## src/logic/ubep_consts.svh

```systemverilog
// Offsets, field positions and reset values of the bulk endpoint handshake block.
// Assumes the including file is compiled after nothing else defines these names.
`ifndef UBEP_CONSTS_SVH
`define UBEP_CONSTS_SVH
`define UBEP_ADDR_W 6
`define UBEP_ADR_IN_VALID 6'h00
`define UBEP_ADR_OUT_VALID 6'h01
`define UBEP_ADR_PAIRING 6'h02
`define UBEP_ADR_IN_IEN 6'h03
`define UBEP_ADR_OUT_IEN 6'h04
`define UBEP_ADR_IN_IRQ 6'h05
`define UBEP_ADR_OUT_IRQ 6'h06
`define UBEP_ADR_TOGGLE 6'h07
`define UBEP_ADR_TOG_STATE 6'h08
`define UBEP_ADR_IN_BC 6'h10
`define UBEP_ADR_IN_CS 6'h18
`define UBEP_ADR_OUT_BC 6'h20
`define UBEP_ADR_OUT_CS 6'h28
`define UBEP_NUM_EP 6
`define UBEP_CS_STALL 0
`define UBEP_CS_BUSY 1
`define UBEP_TOG_EP_MSB 2
`define UBEP_TOG_DIR 4
`define UBEP_TOG_CLR 5
`define UBEP_TOG_SET 6
`define UBEP_VALID_RESET 8'h00
`define UBEP_PID_DATA0 4'h3
`define UBEP_PID_DATA1 4'hB
`define UBEP_PID_ACK 4'h2
`define UBEP_PID_NAK 4'hA
`define UBEP_PID_STALL 4'hE
`endif

```

## src/logic/ubep_pkg.sv

```systemverilog
// Types shared by the bulk endpoint handshake block.
// Assumes the link layer decodes tokens and CRC before this block.
package ubep_pkg;
    typedef enum logic [1:0] {
        UBEP_IDLE,
        UBEP_IN_WAIT_ACK
    } ubep_phase_e;

    // One decoded event from the serial engine
    typedef struct packed {
        logic in_token;
        logic out_done;
        logic host_ack;
        logic bad;
        logic [2:0] ep;
    } ubep_link_s;

    // Answer toward the serial engine
    typedef struct packed {
        logic send;
        logic [3:0] pid;
        logic [7:0] count;
        logic [2:0] ep;
        logic buf_sel;
    } ubep_resp_s;

    typedef struct packed {
        logic [7:0] in_valid;
        logic [7:0] out_valid;
        logic [7:0] pairing;
        logic [7:0] in_ien;
        logic [7:0] out_ien;
        logic [5:0] in_irq;
        logic [5:0] out_irq;
        logic [7:0] toggle_sel;
        logic [5:0] in_tog;
        logic [5:0] out_tog;
        logic [5:0] in_stall;
        logic [5:0] out_stall;
        logic [5:0][7:0] in_bc;
        logic [5:0][7:0] out_bc;
        logic [5:0] in_arm;
        logic [5:0] out_arm;
        logic [5:0] in_side;
        logic [5:0] out_side;
        ubep_phase_e phase;
        logic [2:0] cur_ep;
        logic [7:0] rdata;
        ubep_resp_s resp;
        logic irq;
    } ubep_state_s;
endpackage

```

## src/logic/ubep_bulk_endpoints.sv

```systemverilog
// Bulk/interrupt endpoint handshake logic: answers IN/OUT tokens, keeps toggles.
// Assumes a serial engine on mclk_i delivering decoded, CRC-checked events.
//
// Added by the designer: the address map and strobed register access.
`timescale 1ns/10ps
`include "ubep_consts.svh"
module ubep_bulk_endpoints (
    input wire logic mclk_i,
    input wire logic reset_i,
    input wire logic usb_reset_i,
    input wire logic [`UBEP_ADDR_W-1:0] addr_i,
    input wire logic [7:0] wdata_i,
    input wire logic wr_i,
    input wire logic rd_i,
    output logic [7:0] rdata_o,
    input wire ubep_pkg::ubep_link_s link_i,
    output ubep_pkg::ubep_resp_s resp_o,
    output logic irq_o
);
    ubep_pkg::ubep_state_s st;
    ubep_pkg::ubep_state_s next_st;

    // Pair partner: bit 0 joins IN 2/3, bit 1 joins 4/5 (same bits for OUT)
    function automatic logic [2:0] partner(input logic [2:0] ep);
        partner = {ep[2:1], ~ep[0]};
    endfunction

    function automatic logic is_paired(input logic [7:0] pr, input logic [2:0] ep);
        is_paired = (ep[2:1] == 2'd1 && pr[0]) || (ep[2:1] == 2'd2 && pr[1]);
    endfunction

    logic [2:0] wep;
    logic [2:0] lep;
    logic lpair;
    logic [2:0] phy;
    logic [5:0] in_busy_view;
    logic [5:0] out_busy_view;

    assign wep = addr_i[2:0];
    assign lep = link_i.ep;
    assign lpair = is_paired(st.pairing, lep);

    // Busy as firmware sees it; paired view merges both halves
    genvar g;
    generate
        for (g = 0; g < `UBEP_NUM_EP; g++) begin : g_busy
            localparam logic [2:0] GEP = 3'(g);
            assign in_busy_view[g] = is_paired(st.pairing, GEP) ?
                (st.in_arm[g] & st.in_arm[partner(GEP)]) : st.in_arm[g];
            assign out_busy_view[g] = is_paired(st.pairing, GEP) ?
                (st.out_arm[g] & st.out_arm[partner(GEP)]) : st.out_arm[g];
        end
    endgenerate

    // Paired IN: send from whichever half is armed; tokens to the even endpoint try the side pointer first, tokens to the odd one the even half
    always_comb begin
        phy = lep;
        if (lpair) begin
            phy = st.in_side[lep] ? partner(lep) : {lep[2:1], 1'b0};
            if (!st.in_arm[phy]) begin
                phy = partner(phy);
            end
        end
    end

    logic [2:0] ophy;
    always_comb begin
        ophy = lep;
        if (lpair) begin
            ophy = st.out_side[lep] ? partner(lep) : {lep[2:1], 1'b0};
            if (!st.out_arm[ophy]) begin
                ophy = partner(ophy);
            end
        end
    end

    // Paired IN halves report and toggle through the even endpoint; paired OUT uses the token's endpoint
    logic [2:0] ack_ep;
    assign ack_ep = {st.cur_ep[2:1], 1'b0}
        | 3'(!is_paired(st.pairing, st.cur_ep) & st.cur_ep[0]);

    logic ep_ok_in;
    logic ep_ok_out;
    assign ep_ok_in = (lep != 3'd0) && (lep < 3'(`UBEP_NUM_EP)) && st.in_valid[lep];
    assign ep_ok_out = (lep != 3'd0) && (lep < 3'(`UBEP_NUM_EP)) && st.out_valid[lep];

    always_comb begin
        next_st = st;
        next_st.resp = '0;
        next_st.rdata = 8'h00;
        // Any new token drops a pending ACK wait, even a refused one
        if (link_i.in_token || link_i.out_done) begin
            next_st.phase = ubep_pkg::UBEP_IDLE;
        end
        // Host side events; errors give no answer at all
        if (link_i.in_token && !link_i.bad && ep_ok_in) begin
            next_st.resp.send = 1'b1;
            next_st.resp.ep = lep;
            if (st.in_stall[lep]) begin
                next_st.resp.pid = `UBEP_PID_STALL;
            end else if (st.in_arm[phy]) begin
                next_st.resp.pid = st.in_tog[lep] ? `UBEP_PID_DATA1 : `UBEP_PID_DATA0;
                next_st.resp.count = st.in_bc[phy];
                next_st.resp.ep = phy;
                next_st.resp.buf_sel = phy[0];
                next_st.phase = ubep_pkg::UBEP_IN_WAIT_ACK;
                next_st.cur_ep = phy;
            end else begin
                next_st.resp.pid = `UBEP_PID_NAK;
            end
        end else if (link_i.out_done && !link_i.bad && ep_ok_out) begin
            next_st.resp.send = 1'b1;
            next_st.resp.ep = ophy;
            next_st.resp.buf_sel = ophy[0];
            if (st.out_stall[lep]) begin
                next_st.resp.pid = `UBEP_PID_STALL;
            end else if (st.out_arm[ophy]) begin
                next_st.resp.pid = `UBEP_PID_ACK;
                next_st.out_arm[ophy] = 1'b0;
                next_st.out_irq[lep] = 1'b1;
                next_st.out_tog[lep] = ~st.out_tog[lep];
                if (lpair) begin
                    next_st.out_side[lep] = ~ophy[0];
                end
            end else begin
                next_st.resp.pid = `UBEP_PID_NAK;
            end
        end else if (link_i.host_ack && st.phase == ubep_pkg::UBEP_IN_WAIT_ACK) begin
            next_st.phase = ubep_pkg::UBEP_IDLE;
            next_st.in_arm[st.cur_ep] = 1'b0;
            next_st.in_irq[ack_ep] = 1'b1;
            next_st.in_tog[ack_ep] = ~st.in_tog[ack_ep];
            if (is_paired(st.pairing, st.cur_ep)) begin
                next_st.in_side[{st.cur_ep[2:1], 1'b0}] = ~st.cur_ep[0];
            end
        end

        // Firmware writes; a hardware IRQ set in the same cycle is kept
        if (wr_i) begin
            unique case (addr_i)
                `UBEP_ADR_IN_VALID: next_st.in_valid = wdata_i;
                `UBEP_ADR_OUT_VALID: next_st.out_valid = wdata_i;
                `UBEP_ADR_PAIRING: next_st.pairing = wdata_i;
                `UBEP_ADR_IN_IEN: next_st.in_ien = wdata_i;
                `UBEP_ADR_OUT_IEN: next_st.out_ien = wdata_i;
                `UBEP_ADR_IN_IRQ: next_st.in_irq = st.in_irq & ~wdata_i[5:0]
                    | (next_st.in_irq & ~st.in_irq);
                `UBEP_ADR_OUT_IRQ: next_st.out_irq = st.out_irq & ~wdata_i[5:0]
                    | (next_st.out_irq & ~st.out_irq);
                `UBEP_ADR_TOGGLE: begin
                    next_st.toggle_sel = wdata_i;
                    if (wdata_i[`UBEP_TOG_SET] ^ wdata_i[`UBEP_TOG_CLR]) begin
                        if (wdata_i[`UBEP_TOG_DIR]) begin
                            next_st.in_tog[wdata_i[2:0]] = wdata_i[`UBEP_TOG_SET];
                        end else begin
                            next_st.out_tog[wdata_i[2:0]] = wdata_i[`UBEP_TOG_SET];
                        end
                    end
                end
                default: begin
                    if (addr_i[5:3] == 3'd2 && wep < 3'(`UBEP_NUM_EP)) begin
                        // Paired IN loads go to the partner half whenever the addressed half is armed
                        if (is_paired(st.pairing, wep) && st.in_arm[wep]) begin
                            next_st.in_bc[partner(wep)] = wdata_i;
                            next_st.in_arm[partner(wep)] = 1'b1;
                        end else begin
                            next_st.in_bc[wep] = wdata_i;
                            next_st.in_arm[wep] = 1'b1;
                        end
                    end else if (addr_i[5:3] == 3'd4 && wep < 3'(`UBEP_NUM_EP)) begin
                        if (is_paired(st.pairing, wep) && st.out_arm[wep]) begin
                            next_st.out_bc[partner(wep)] = wdata_i;
                            next_st.out_arm[partner(wep)] = 1'b1;
                        end else begin
                            next_st.out_bc[wep] = wdata_i;
                            next_st.out_arm[wep] = 1'b1;
                        end
                    end else if (addr_i[5:3] == 3'd3 && wep < 3'(`UBEP_NUM_EP)) begin
                        next_st.in_stall[wep] = wdata_i[`UBEP_CS_STALL];
                        if (wdata_i[`UBEP_CS_BUSY] && is_paired(st.pairing, wep)) begin
                            next_st.in_arm[wep] = 1'b0;
                            next_st.in_arm[partner(wep)] = 1'b0;
                        end
                    end else if (addr_i[5:3] == 3'd5 && wep < 3'(`UBEP_NUM_EP)) begin
                        next_st.out_stall[wep] = wdata_i[`UBEP_CS_STALL];
                        if (wdata_i[`UBEP_CS_BUSY] && is_paired(st.pairing, wep)) begin
                            next_st.out_arm[wep] = 1'b0;
                            next_st.out_arm[partner(wep)] = 1'b0;
                        end
                    end
                end
            endcase
        end

        // Read data appear in the next cycle only
        if (rd_i) begin
            if (addr_i == `UBEP_ADR_IN_VALID) next_st.rdata = st.in_valid;
            else if (addr_i == `UBEP_ADR_OUT_VALID) next_st.rdata = st.out_valid;
            else if (addr_i == `UBEP_ADR_PAIRING) next_st.rdata = st.pairing;
            else if (addr_i == `UBEP_ADR_IN_IEN) next_st.rdata = st.in_ien;
            else if (addr_i == `UBEP_ADR_OUT_IEN) next_st.rdata = st.out_ien;
            else if (addr_i == `UBEP_ADR_IN_IRQ) next_st.rdata = {2'b00, st.in_irq};
            else if (addr_i == `UBEP_ADR_OUT_IRQ) next_st.rdata = {2'b00, st.out_irq};
            else if (addr_i == `UBEP_ADR_TOGGLE) next_st.rdata = st.toggle_sel;
            else if (addr_i == `UBEP_ADR_TOG_STATE) begin
                next_st.rdata = {7'd0, st.toggle_sel[`UBEP_TOG_DIR] ?
                    st.in_tog[st.toggle_sel[2:0]] : st.out_tog[st.toggle_sel[2:0]]};
            end else if (wep < 3'(`UBEP_NUM_EP)) begin
                if (addr_i[5:3] == 3'd2) next_st.rdata = st.in_bc[wep];
                else if (addr_i[5:3] == 3'd4) next_st.rdata = st.out_bc[wep];
                else if (addr_i[5:3] == 3'd3)
                    next_st.rdata = {6'd0, in_busy_view[wep], st.in_stall[wep]};
                else if (addr_i[5:3] == 3'd5)
                    next_st.rdata = {6'd0, out_busy_view[wep], st.out_stall[wep]};
            end
        end

        next_st.irq = |(next_st.in_irq & st.in_ien[5:0])
            | |(next_st.out_irq & st.out_ien[5:0]);

        // Bus reset returns endpoints to unarmed, toggles to DATA0
        if (usb_reset_i) begin
            next_st.in_arm = '0;
            next_st.out_arm = '0;
            next_st.in_tog = '0;
            next_st.out_tog = '0;
            next_st.phase = ubep_pkg::UBEP_IDLE;
            next_st.resp = '0;
        end
    end

    always_ff @(posedge mclk_i or posedge reset_i) begin
        if (reset_i) begin
            st <= '0;
        end else begin
            st <= next_st;
        end
    end

    assign rdata_o = st.rdata;
    assign resp_o = st.resp;
    assign irq_o = st.irq;

    a_in_stall_wins: assert property (@(posedge mclk_i) disable iff (reset_i || usb_reset_i)
        link_i.in_token && !link_i.bad && ep_ok_in && st.in_stall[lep]
        |=> resp_o.send && resp_o.pid == `UBEP_PID_STALL) else $error("IN stall missed");
    a_bad_silent: assert property (@(posedge mclk_i) disable iff (reset_i)
        link_i.bad |=> !resp_o.send) else $error("Answer after error");
    a_in_data_count: assert property (@(posedge mclk_i) disable iff (reset_i || usb_reset_i)
        link_i.in_token && !link_i.bad && ep_ok_in && !st.in_stall[lep] && !lpair
        && st.in_arm[lep] |=> resp_o.count == $past(st.in_bc[lep])
        && resp_o.pid != `UBEP_PID_NAK) else $error("IN count wrong");
    a_in_nak: assert property (@(posedge mclk_i) disable iff (reset_i || usb_reset_i)
        link_i.in_token && !link_i.bad && ep_ok_in && !st.in_stall[lep] && !lpair
        && !st.in_arm[lep] |=> resp_o.pid == `UBEP_PID_NAK) else $error("IN NAK missed");
    a_out_ack_irq: assert property (@(posedge mclk_i) disable iff (reset_i || usb_reset_i)
        link_i.out_done && !link_i.bad && ep_ok_out && !st.out_stall[lep] && !lpair
        && st.out_arm[lep] |=> resp_o.pid == `UBEP_PID_ACK && st.out_irq[$past(lep)]
        && !st.out_arm[$past(lep)]) else $error("OUT ACK wrong");
    a_out_nak: assert property (@(posedge mclk_i) disable iff (reset_i || usb_reset_i)
        link_i.out_done && !link_i.bad && ep_ok_out && !st.out_stall[lep] && !lpair
        && !st.out_arm[lep] |=> resp_o.pid == `UBEP_PID_NAK) else $error("OUT NAK missed");
    a_out_stall: assert property (@(posedge mclk_i) disable iff (reset_i || usb_reset_i)
        link_i.out_done && !link_i.bad && ep_ok_out && st.out_stall[lep]
        |=> resp_o.pid == `UBEP_PID_STALL) else $error("OUT stall missed");
    a_bc_arms: assert property (@(posedge mclk_i) disable iff (reset_i || usb_reset_i)
        wr_i && addr_i[5:3] == 3'd4 && wep != 3'd0 && wep < 3'd6
        && !is_paired(st.pairing, wep) |=> st.out_arm[$past(wep)]) else $error("OUT not armed");
    a_tog_flip: assert property (@(posedge mclk_i) disable iff (reset_i || usb_reset_i)
        link_i.out_done && !link_i.bad && ep_ok_out && !st.out_stall[lep]
        && st.out_arm[ophy] && !wr_i |=> st.out_tog[$past(lep)] != $past(st.out_tog[lep]))
        else $error("Toggle not flipped");
    a_irq_gate: assert property (@(posedge mclk_i) disable iff (reset_i)
        (st.in_irq & st.in_ien[5:0]) == 6'd0 && (st.out_irq & st.out_ien[5:0]) == 6'd0
        && $stable(st.in_irq) && $stable(st.out_irq) && $stable(st.in_ien)
        && $stable(st.out_ien) |-> !irq_o) else $error("Interrupt not gated");
endmodule

```

## config.mk

```make
export PLATFORM = sky130hd
export DESIGN_NAME = ubep_bulk_endpoints
export DESIGN_NICKNAME = d
export VERILOG_FILES = /design/src/logic/ubep_pkg.sv /design/src/logic/ubep_bulk_endpoints.sv
export VERILOG_INCLUDE_DIRS = /design/src /design/src/logic
export SDC_FILE = /design/constraint.sdc
export NUM_CORES = 1
export LEC_CHECK = 0
export BUFFER_PORTS_ARGS = -buffer_cell sky130_fd_sc_hd__buf_2
export CORE_ASPECT_RATIO = 0.7
export CORE_MARGIN = 3
export CORE_UTILIZATION = 29
export DETAILED_ROUTE_END_ITERATION = 10
export SLEW_MARGIN = 0
export SYNTH_ARGS = -nofsm -noshare
export SYNTH_HDL_FRONTEND = slang
export SYNTH_SLANG_ARGS = --single-unit
```

## constraint.sdc

```tcl
create_clock -name mclk_i -period 18.5 [get_ports mclk_i]
set_input_delay 1.85 -clock mclk_i [delete_from_list [all_inputs] [get_ports mclk_i]]
set_output_delay 1.85 -clock mclk_i [all_outputs]
set_load 0.05 [all_outputs]
```

==> parameters.txt, run 1 <==
Parameter                              Value

Yosys
  Count of yosys warnings during synthesis    0
  Synthesized net count    1176
  Post-Syn Area    0.0127 mm^2
  Ranking of synthesized cells by area    dfrtp_1 45%, mux2_2 13%, mux4_2 6.9%, mux2i_1 4.5%, nand2_1 3.0%
  Number of instances in the synthesized netlist    1150
  Main combinational cell family by area after synthesis    multiplexers
  Number of synthesized flops with an enable pin    0
  Adder and majority cell fraction of the synthesized area    0
  Sequential element share of the synthesized area    0.450
  Mux share of post-synthesis cell area    0.245
  Post-synthesis xor/xnor area fraction    0.00276
  Most numerous cell in the Yosys netlist    dfrtp_1
  Synthesized area divided by synthesized cell count    11.0 um^2
  Async set-or-reset flop fraction in the synthesized netlist    1.00
  Distinct cell type count after synthesis    78
  Post-synthesis share of cell area spent on and, or, nand and nor gates    0.128
  Top flip-flop cell by instance count after synthesis    dfrtp_1
  Commonest cells post-synth    228 x dfrtp_1, 145 x mux2_2, 101 x nand2_1
  Most area-hungry cell type in the Yosys netlist    dfrtp_1
  Yosys top cell area share    0.450
  Number of synthesized register bits    228
  Complex-gate fraction of the synthesized area    0.127

Die
  Die boundary height    181 um
  DIE WIDTH    256 um
  Starting density of the core    0.297
  Overall die area    0.0464 mm^2
  Top-level I/O count    52
  Number of placement rows    63
  Area of the core    0.0428 mm^2

Cells and area
  Post-route design area    0.0140 mm^2
  Seq. cell area    0.00571 mm^2
  Finished Core Util    0.328
  Combined area of the multi-input logic cells    0.00639 mm^2
  Fin nets    1156
  Layout cell share with drive strength beyond 1    0.269
  Filler Cell Count    4308
  Area grow syn2layout    10.5%

Critical path
  Setup slack on the worst flop-to-flop path    15.37 ns
  Arr. time, crit path    5.37 ns
  Top fanout value on the critical path    49
  Worst Setup Path Type    input port to register
  Critical Path Sink Type    register
  Launching element type of the critical path    input port
  Req. time, crit path    18.93 ns

GRT
  Number of antenna violations at the first check in global routing    2
  Total gr overflow    0
  Total global routing track utilization    0.170
  Vias in the first global route    9590
  Global-route wire length before repair    60.8 mm
  Maximum number of pins on one net before global-route repair    95

Place
  Placed wire-length estimate    28.2 mm
  Setup slack after placement    13.07 ns
  Area after detailed placement    0.0132 mm^2
  Placer's final routability congestion estimate    0.991
  # port buffers    51

Timing
  Setup repair after global routing missed its margin    no
  Final worst slack    13.56 ns
  Final critical delay including setup and external delays    4.94 ns
  Max-slew violation count    0
  Least-Margin Pin Slew    1.37 ns
  Total negative slack    0 ns
  Fin. Hold Viols    0
  Fin crit share    0.267
  Final number of setup-violating endpoints    0
  Fmax    202 MHz
  Relative slew slack    0.0881
  Skew final    0.0276 ns

Power
  Internal    0.899 mW
  Fraction of power consumed by combinational cells    0.138
  Sequential Power Share    0.475
  Proportion of total power due to net switching    0.274
  LEAKAGE    6.05 nW
  Cell Pwr Density    88.3 mW/mm^2
  Switching component of the power    0.339 mW
  Clk network pwr share    0.387
  Worst vdd ir    0.0546 mV

Run status
  Result of the run    complete, no violations

Route
  Routed wire length    39.9 mm
  DRT antenna net count    0
  TritonRoute pass-1 iters    5
  Vias after detailed routing    9660
  # DRC    0
  Initial detailed-routing violation count    993
  Routed length per instance    23.1 um
  Vias per Instance    5.58

CTS
  CTS hold repair buffers    0
  Buffer depth of the longest clock path    3
  Post-CTS Setup Inserts    0
  H-tree lvl count    1
  Clock transition at the register clock pins on the worst setup and hold paths after CTS    0.06 ns
  Post-CTS sizing    0
  CTS tree    built
  Worst-Skew Late Latency    0.55 ns
  Cts bufs inserted    24
  Number of sinks on the clock net    228
  Clock tree root buffer cell    clkbuf_16

Worst hold path
  Min-delay worst type    register to register

Flow run
  Max Cap Violations    0
==> power groups by stage <==
stage                     logic, mW  clock network [mW]  registers, mW
after global routing          0.185               0.510          0.593
after floorplan               0.131                   0          0.578
after CTS                     0.170               0.487          0.587
after global placement        0.166                   0          0.593
final                         0.171               0.479          0.588
after detailed placement      0.169                   0          0.595
==> area by class of cell <==
class | count | area share
Inverter | 12 | 0.00375
Sequential cell | 228 | 0.407
Multi-Input combinational cell | 799 | 0.456
Timing Repair Buffer | 65 | 0.0259
Tap cell | 585 | 0.0522
Clock inverter | 4 | 0.00161
Clock buffer | 38 | 0.0538
Antenna cell | 1 | 0.000178
==> worst paths after layout <==
| kind | from | to | cells past startpoint |
|---|---|---|---|
| setup / recovery | addr_i[0] | st[168]$_DFF_PP0_ | 9 |
| hold / removal | st[37]$_DFFE_PP0P_ | st[37]$_DFFE_PP0P_ | 0 |
| setup reg to reg | st[212]$_DFFE_PP0P_ | resp_o[4]$_DFF_PP0_ | 7 |
| hold reg to reg | st[37]$_DFFE_PP0P_ | st[37]$_DFFE_PP0P_ | 0 |
| max in group asynchronous | reset_i | rdata_o[4]$_DFF_PP0_ | 3 |
| min in group asynchronous | reset_i | st[199]$_DFFE_PP0P_ | 2 |
==> stage by stage <==
| step | cells | power [mW] | hold slack, ns |
|---|---|---|---|
| detailed placement | 1689 | 0.764 | 0.364 |
| global route | 1732 | 1.29 | 0.404 |
| global placement | 1689 | 0.759 | 0.365 |
| finish | 1732 | 1.24 | 0.376 |
| CTS | 1731 | 1.24 | 0.380 |
| floorplan | 1150 | 0.708 | 0.425 |
==> cells by family (layout without fill, tap and decap cells) <==
logic type | count (synthesis) | count (layout)
xor gates and xnor gates | 4 | 4
buffers and inverters | 123 | 119
muxes | 243 | 243
other | 0 | 1
DFF | 228 | 228
and+or+nand+nor | 318 | 318
AOI/OAI and AO/OA | 234 | 234
==> critical path, stage by stage <==
cell and delay (ns):
buf_4 0.40, buf_4 0.62, and2_1 0.49, nand3_1 0.58
nor2b_1 0.47, nand2_1 0.12, nor2_1 0.34, a32oi_1 0.13
a221oi_1 0.32
==> placed cells by master (no fill, tap or decap), types with 9 or more instances in the layout <==
cell type	count
buf_2	50
nand2_1	101
nor2_1	63
and2_1	10
clkbuf_16	25
inv_1	9
a221oi_1	12
o2bb2ai_1	11
o21ai_0	58
a21oi_1	55
a31oi_1	13
dfrtp_1	228
mux2_2	145
nor3_1	22
o21a_1	11
nor2b_1	19
nand3_1	33
nand2b_1	11
mux4_2	39
mux2i_1	57
buf_4	15
==> sequential cells by signal, summed over array words and instances, names as in the netlist <==
| name | cells |
|---|---|
| in_busy_view | 2 |
| irq_o | 1 |
| out_busy_view | 2 |
| rdata_o | 8 |
| resp_o | 16 |
| st | 199 |
==> per-layer routing <==
metal  global-route usage  share of wire
met5                    0        0.00025
met4               0.0374          0.022
met3               0.0535           0.10
met2                0.236           0.41
met1                0.254           0.47
Note: power is estimated with default switching activity, not from simulation.
==> run 2: changes to the inputs <==
clock period = 4.3 ns   (was 18.5 ns; I/O delays follow)
==> parameters.txt, run 2 (synthesis results as in run 1) <==
Parameter                              Value

CTS
  Cts bufs inserted    23
  Number of sinks on the clock net    228
  Worst-Skew Late Latency    0.54 ns
  Post-CTS Setup Inserts    0
  Post-CTS sizing    0
  CTS hold repair buffers    0
  H-tree lvl count    1
  Buffer depth of the longest clock path    3
  CTS tree    built
  Clock transition at the register clock pins on the worst setup and hold paths after CTS    0.06 ns
  Clock tree root buffer cell    clkbuf_16

Timing
  Fmax    333 MHz
  Least-Margin Pin Slew    1.10 ns
  Fin crit share    0.698
  Final number of setup-violating endpoints    0
  Relative slew slack    0.261
  Total negative slack    0 ns
  Fin. Hold Viols    0
  Hold WS    0.0124 ns
  Skew final    0.0281 ns
  Setup repair after global routing missed its margin    no
  Max-slew violation count    0
  Final critical delay including setup and external delays    3.00 ns

Critical path
  Arr. time, crit path    3.42 ns
  Sum of buffers and inverters on the critical path    2
  Req. time, crit path    4.72 ns
  Launching element type of the critical path    input port
  Setup slack on the worst flop-to-flop path    1.40 ns
  CP Depth    9
  Cell with the largest stage delay on the worst path    nor3_2
  Worst-case reg-to-reg path depth    7
  Cell-by-cell listing of the critical path    buf_2 -> buf_4 -> mux2i_1 -> o22ai_2 -> a21o_1 -> nor3_2 -> and3_1 -> nor3_1 -> a311oi_1
  Cell type group with the largest total delay on the critical path    simple AND/OR/NAND/NOR gates
  Critical Path Sink Type    register
  Top fanout value on the critical path    33
  Worst Setup Path Type    input port to register
  Biggest cell delay along the critical path    0.76 ns

GRT
  Global-route wire length before repair    61.0 mm
  Vias in the first global route    9410
  Total global routing track utilization    0.171
  Maximum number of pins on one net before global-route repair    137
  Number of antenna violations at the first check in global routing    2
  Total gr overflow    0

Cells and area
  Leading cell types in the layout, fill and taps excluded    228 x dfrtp_1, 145 x mux2_2, 101 x nand2_1
  Flip-flop count of the largest register, all copies and words added    199
  Finished Core Util    0.329
  Area grow syn2layout    10.8%
  Top reg by flops    st
  Layout cell share with drive strength beyond 1    0.272
  Fin nets    1169
  Filler Cell Count    4298
  Post-route design area    0.0141 mm^2
  Leading cell type in the layout, fill and taps excluded    dfrtp_1

Route
  Vias per Instance    5.55
  TritonRoute pass-1 iters    6
  # DRC    0
  DRT antenna net count    0
  Initial detailed-routing violation count    1277
  Vias after detailed routing    9663
  Routed wire length    40.2 mm
  Routed length per instance    23.1 um

Flow run
  Max Cap Violations    0

Die
  Top-level I/O count    52
  Die boundary height    181 um
  DIE WIDTH    256 um
  Overall die area    0.0464 mm^2
  Area of the core    0.0428 mm^2
  Starting density of the core    0.297
  Number of placement rows    63

Power
  Worst vdd ir    0.222 mV
  Cell Pwr Density    372 mW/mm^2
  LEAKAGE    6.07 nW

Place
  Placer's final routability congestion estimate    0.942
  Placed wire-length estimate    28.7 mm
  # port buffers    51
  Area after detailed placement    0.0134 mm^2

Run status
  Result of the run    complete, no violations

Worst hold path
  Min-delay worst type    input port to async pin
-- run 2: changes by cell type in the layout (fill, tap and decap cells not counted) --
| cell | before | now |
|---|---|---|
| bufinv_16 | 0 | 2 |
| clkbuf_1 | 5 | 8 |
| clkinv_2 | 3 | 2 |
| buf_12 | 0 | 2 |
| clkbuf_16 | 25 | 23 |
| clkbuf_8 | 8 | 0 |
| inv_8 | 1 | 0 |
| clkinvlp_4 | 1 | 3 |
| buf_4 | 15 | 27 |
-- run 2: cell type report --
| type | instances | area (um^2) | share of cell area |
|---|---|---|---|
| antenna | 1 | 2.50 | 0.000178 |
| clock buffer | 31 | 606 | 0.0431 |
| clock inverter | 6 | 85.1 | 0.00605 |
| inverter | 12 | 48.8 | 0.00347 |
| tap | 585 | 732 | 0.0521 |
| timing repair buffer | 79 | 493 | 0.0351 |
| multi-input combinational | 799 | 6390 | 0.454 |
| sequential | 228 | 5710 | 0.406 |
-- run 2: where the power goes --
group	total, mW	internal, mW	switching, mW	leakage (nW)
combinational	0.750	0.333	0.417	2.67
sequential	2.52	2.35	0.176	3.07
clock	1.96	1.10	0.854	0.329
-- run 2: stage by stage --
| stage | setup slack, ns | cells | power [mW] |
|---|---|---|---|
| 2_1_floorplan | 0.890 | 1150 | 3.05 |
| 3_3_place_gp | 0.889 | 1703 | 3.28 |
| 3_5_place_dp | 0.851 | 1703 | 3.30 |
| 4_1_cts | 1.37 | 1740 | 5.25 |
| 5_1_grt | 1.15 | 1740 | 5.44 |
| 6_report | 1.30 | 1741 | 5.23 |
-- run 2: worst paths after layout --
| check | from | to |
|---|---|---|
| worst max-delay path | link_i[1] | st[171]$_DFF_PP0_ |
| worst min-delay path | reset_i | st[81]$_DFFE_PP0P_ |
| worst max register to register | st[212]$_DFFE_PP0P_ | st[164]$_DFF_PP0_ |
| worst min register to register | st[37]$_DFFE_PP0P_ | st[37]$_DFFE_PP0P_ |
| max in group asynchronous | reset_i | st[158]$_DFFE_PP0P_ |
| min in group mclk_i | link_i[6] | st[30]$_DFF_PP0_ |
-- run 2: worst reg2reg max path, stage by stage (launching register included) --
cell and delay (ns):
dfrtp_1 0.80, nand3b_1 0.27, and2_1 0.26, o21a_1 0.12
a311o_1 0.36, or4b_4 0.58, mux2i_1 0.15, a211oi_1 0.25
-- run 2: routing by layer --
layer,up-vias,track usage,wire length (um)
met5,-,0,7
li1,4230,-,-
met4,2,0.0219,535
met2,488,0.238,16400
met3,51,0.0619,4470
met1,4892,0.258,18800
==> run 3: changes to the inputs <==
clock period = 2.75 ns   (was 4.3 ns; I/O delays follow)
==> parameters.txt, run 3 (synthesis results as in run 1) <==
Parameter                              Value

Run status
  Result of the run    complete, no violations

Power
  Proportion of total power due to net switching    0.270
  Sequential Power Share    0.450
  Fraction of power consumed by combinational cells    0.150
  Clk network pwr share    0.399
  Pwr Total    8.73 mW
  Worst vdd ir    0.467 mV
  LEAKAGE    6.77 nW
  Switching component of the power    2.36 mW
  Internal    6.38 mW
  Cell Pwr Density    574 mW/mm^2

Cells and area
  Count of inserted antenna diode cells    0
  Area grow syn2layout    19.8%
  Top reg by flops    st
  Finished Core Util    0.355
  Leading cell type in the layout, fill and taps excluded    dfrtp_1
  Leading cell types in the layout, fill and taps excluded    228 x dfrtp_1, 145 x mux2_2, 139 x buf_4
  Fin nets    1289
  Layout cell share with drive strength beyond 1    0.348
  Combined area of the multi-input logic cells    0.00644 mm^2
  Seq. cell area    0.00571 mm^2
  Filler Cell Count    4224
  Flip-flop count of the largest register, all copies and words added    199

Timing
  Final critical delay including setup and external delays    2.71 ns
  Fmax    369 MHz
  Skew final    0.0126 ns
  Final number of setup-violating endpoints    0
  Least-Margin Pin Slew    0.872 ns
  Total negative slack    0 ns
  Max-slew violation count    0
  Fin crit share    0.985
  Relative slew slack    0.415
  Setup repair after global routing missed its margin    yes
  Fin. Hold Viols    0

GRT
  Number of antenna violations at the first check in global routing    2
  Maximum number of pins on one net before global-route repair    60
  Vias in the first global route    9957
  Total gr overflow    0
  Total global routing track utilization    0.179
  Global-route wire length before repair    64.3 mm

Route
  # DRC    0
  Initial detailed-routing violation count    1185
  Routed length per instance    22.6 um
  Routed wire length    42.2 mm
  Vias per Instance    5.44
  Vias after detailed routing    10.2k
  TritonRoute pass-1 iters    6
  DRT antenna net count    0

Place
  Placer's final routability congestion estimate    0.941
  # port buffers    51
  Placed wire-length estimate    31.3 mm

CTS
  Cts bufs inserted    24
  Clock transition at the register clock pins on the worst setup and hold paths after CTS    0.06 ns
  Number of sinks on the clock net    228
  Buffer depth of the longest clock path    3
  Worst-Skew Late Latency    0.53 ns
  H-tree lvl count    1
  Clock tree root buffer cell    clkbuf_16
  CTS tree    built

Die
  Top-level I/O count    52
  Number of placement rows    63
  DIE WIDTH    256 um
  Die boundary height    181 um
  Starting density of the core    0.297
  Overall die area    0.0464 mm^2
  Area of the core    0.0428 mm^2

Worst hold path
  Start point of the worst hold path    link_i[5]
  Min-delay worst type    input port to register
  Number of cells traversed by the worst hold path    4
  Worst-case hold path end point    st[29]$_DFF_PP0_

Critical path
  Cell with the largest stage delay on the worst path    or4b_4
  Top fanout value on the critical path    4
  Worst-case reg-to-reg path depth    7
  Launching element type of the critical path    register
  Setup slack on the worst flop-to-flop path    0.04 ns
  Endpoint of the lowest-slack register-to-register path    st[164]$_DFF_PP0_
  Biggest cell delay along the critical path    0.54 ns
  Cell-by-cell listing of the critical path    mux2_4 -> mux4_2 -> a211oi_4 -> and2_4 -> or4b_4 -> mux2i_2 -> a211oi_2
  Critical R2R Launch    st[152]$_DFFE_PP0P_
  Req. time, crit path    3.18 ns
  Worst Setup Path Type    register to register
  Critical Path Sink Type    register
  Arr. time, crit path    3.14 ns

Flow run
  Max Cap Violations    0
-- run 3: changes by cell type in the layout (fill, tap and decap cells not counted), moves of 3 or more --
cell           change
clkinv_2           +4
dlygate4sd3_1      +3
buf_12             +4
clkbuf_1           -4
buf_4            +112
-- run 3: timing repair --
action / in CTS / in global routing
setup buffers: 1 / 1
pin swaps: 2 / 3
endpoints found under the hold margin: 23 / 0
resized for setup: 1 / 8
hold buffers: 3 / 0
cloned: 0 / 0
setup endpoints to repair: 1 / 9
-- run 3: stage by stage --
stage	hold slack (ns)	cells	setup slack, ns	cell area [um^2]
after floorplan	0.346	1150	-0.505	12700
after global placement	0.370	1817	-0.180	14300
after detailed placement	0.369	1817	-0.213	14300
after CTS	0.0474	1864	0.0189	15200
after global routing	0.0876	1865	-0.0243	15200
final	0.0695	1865	0.0425	15200
-- run 3: area by class of cell --
cell class | count | share of cell area
repair buffers | 198 | 0.0950
clock buffers | 31 | 0.0440
flip-flops and latches | 228 | 0.375
well taps | 585 | 0.0481
clock inverters | 12 | 0.0110
inverters | 12 | 0.00321
multi-input cells | 799 | 0.423
-- run 3: power by group through the flow --
stage          registers [mW]  clock network, mW  logic, mW
6_report                 3.93               3.49       1.31
5_1_grt                  3.97               3.68       1.41
4_1_cts                  3.92               3.56       1.29
3_5_place_dp             3.98                  0       1.28
3_3_place_gp             3.97                  0       1.26
2_1_floorplan            3.89                  0      0.879
-- run 3: how the worst max path moves through the flow --
stage,from,end,slack (ns),cells after the start
6_report,st[152]$_DFFE_PP0P_,st[164]$_DFF_PP0_,0.04,7
5_1_grt,st[153]$_DFFE_PP0P_,st[164]$_DFF_PP0_,-0.02,7
4_1_cts,st[154]$_DFFE_PP0P_,st[164]$_DFF_PP0_,0.02,7
3_5_place_dp,addr_i[0],rdata_o[6]$_DFF_PP0_,-0.21,10
3_3_place_gp,addr_i[0],rdata_o[6]$_DFF_PP0_,-0.18,10
2_1_floorplan,reset_i,in_busy_view[0]$_DFF_PP0_,-0.50,1
-- run 3: worst max-delay path, delay by kind of cell (launching register included) --
family / cells / cell delay [ns]
multiplexers: 3 / 0.97
AND/OR/NAND/NOR: 2 / 0.75
AO/OA/AOI/OAI: 2 / 0.50
flip-flops: 1 / 0.40
-- run 3: metal layers --
metal | global-route usage | wire (um)
met1 | 0.271 | 19700
met2 | 0.249 | 17400
met3 | 0.0604 | 4480
met4 | 0.0305 | 629
met5 | 0 | 13
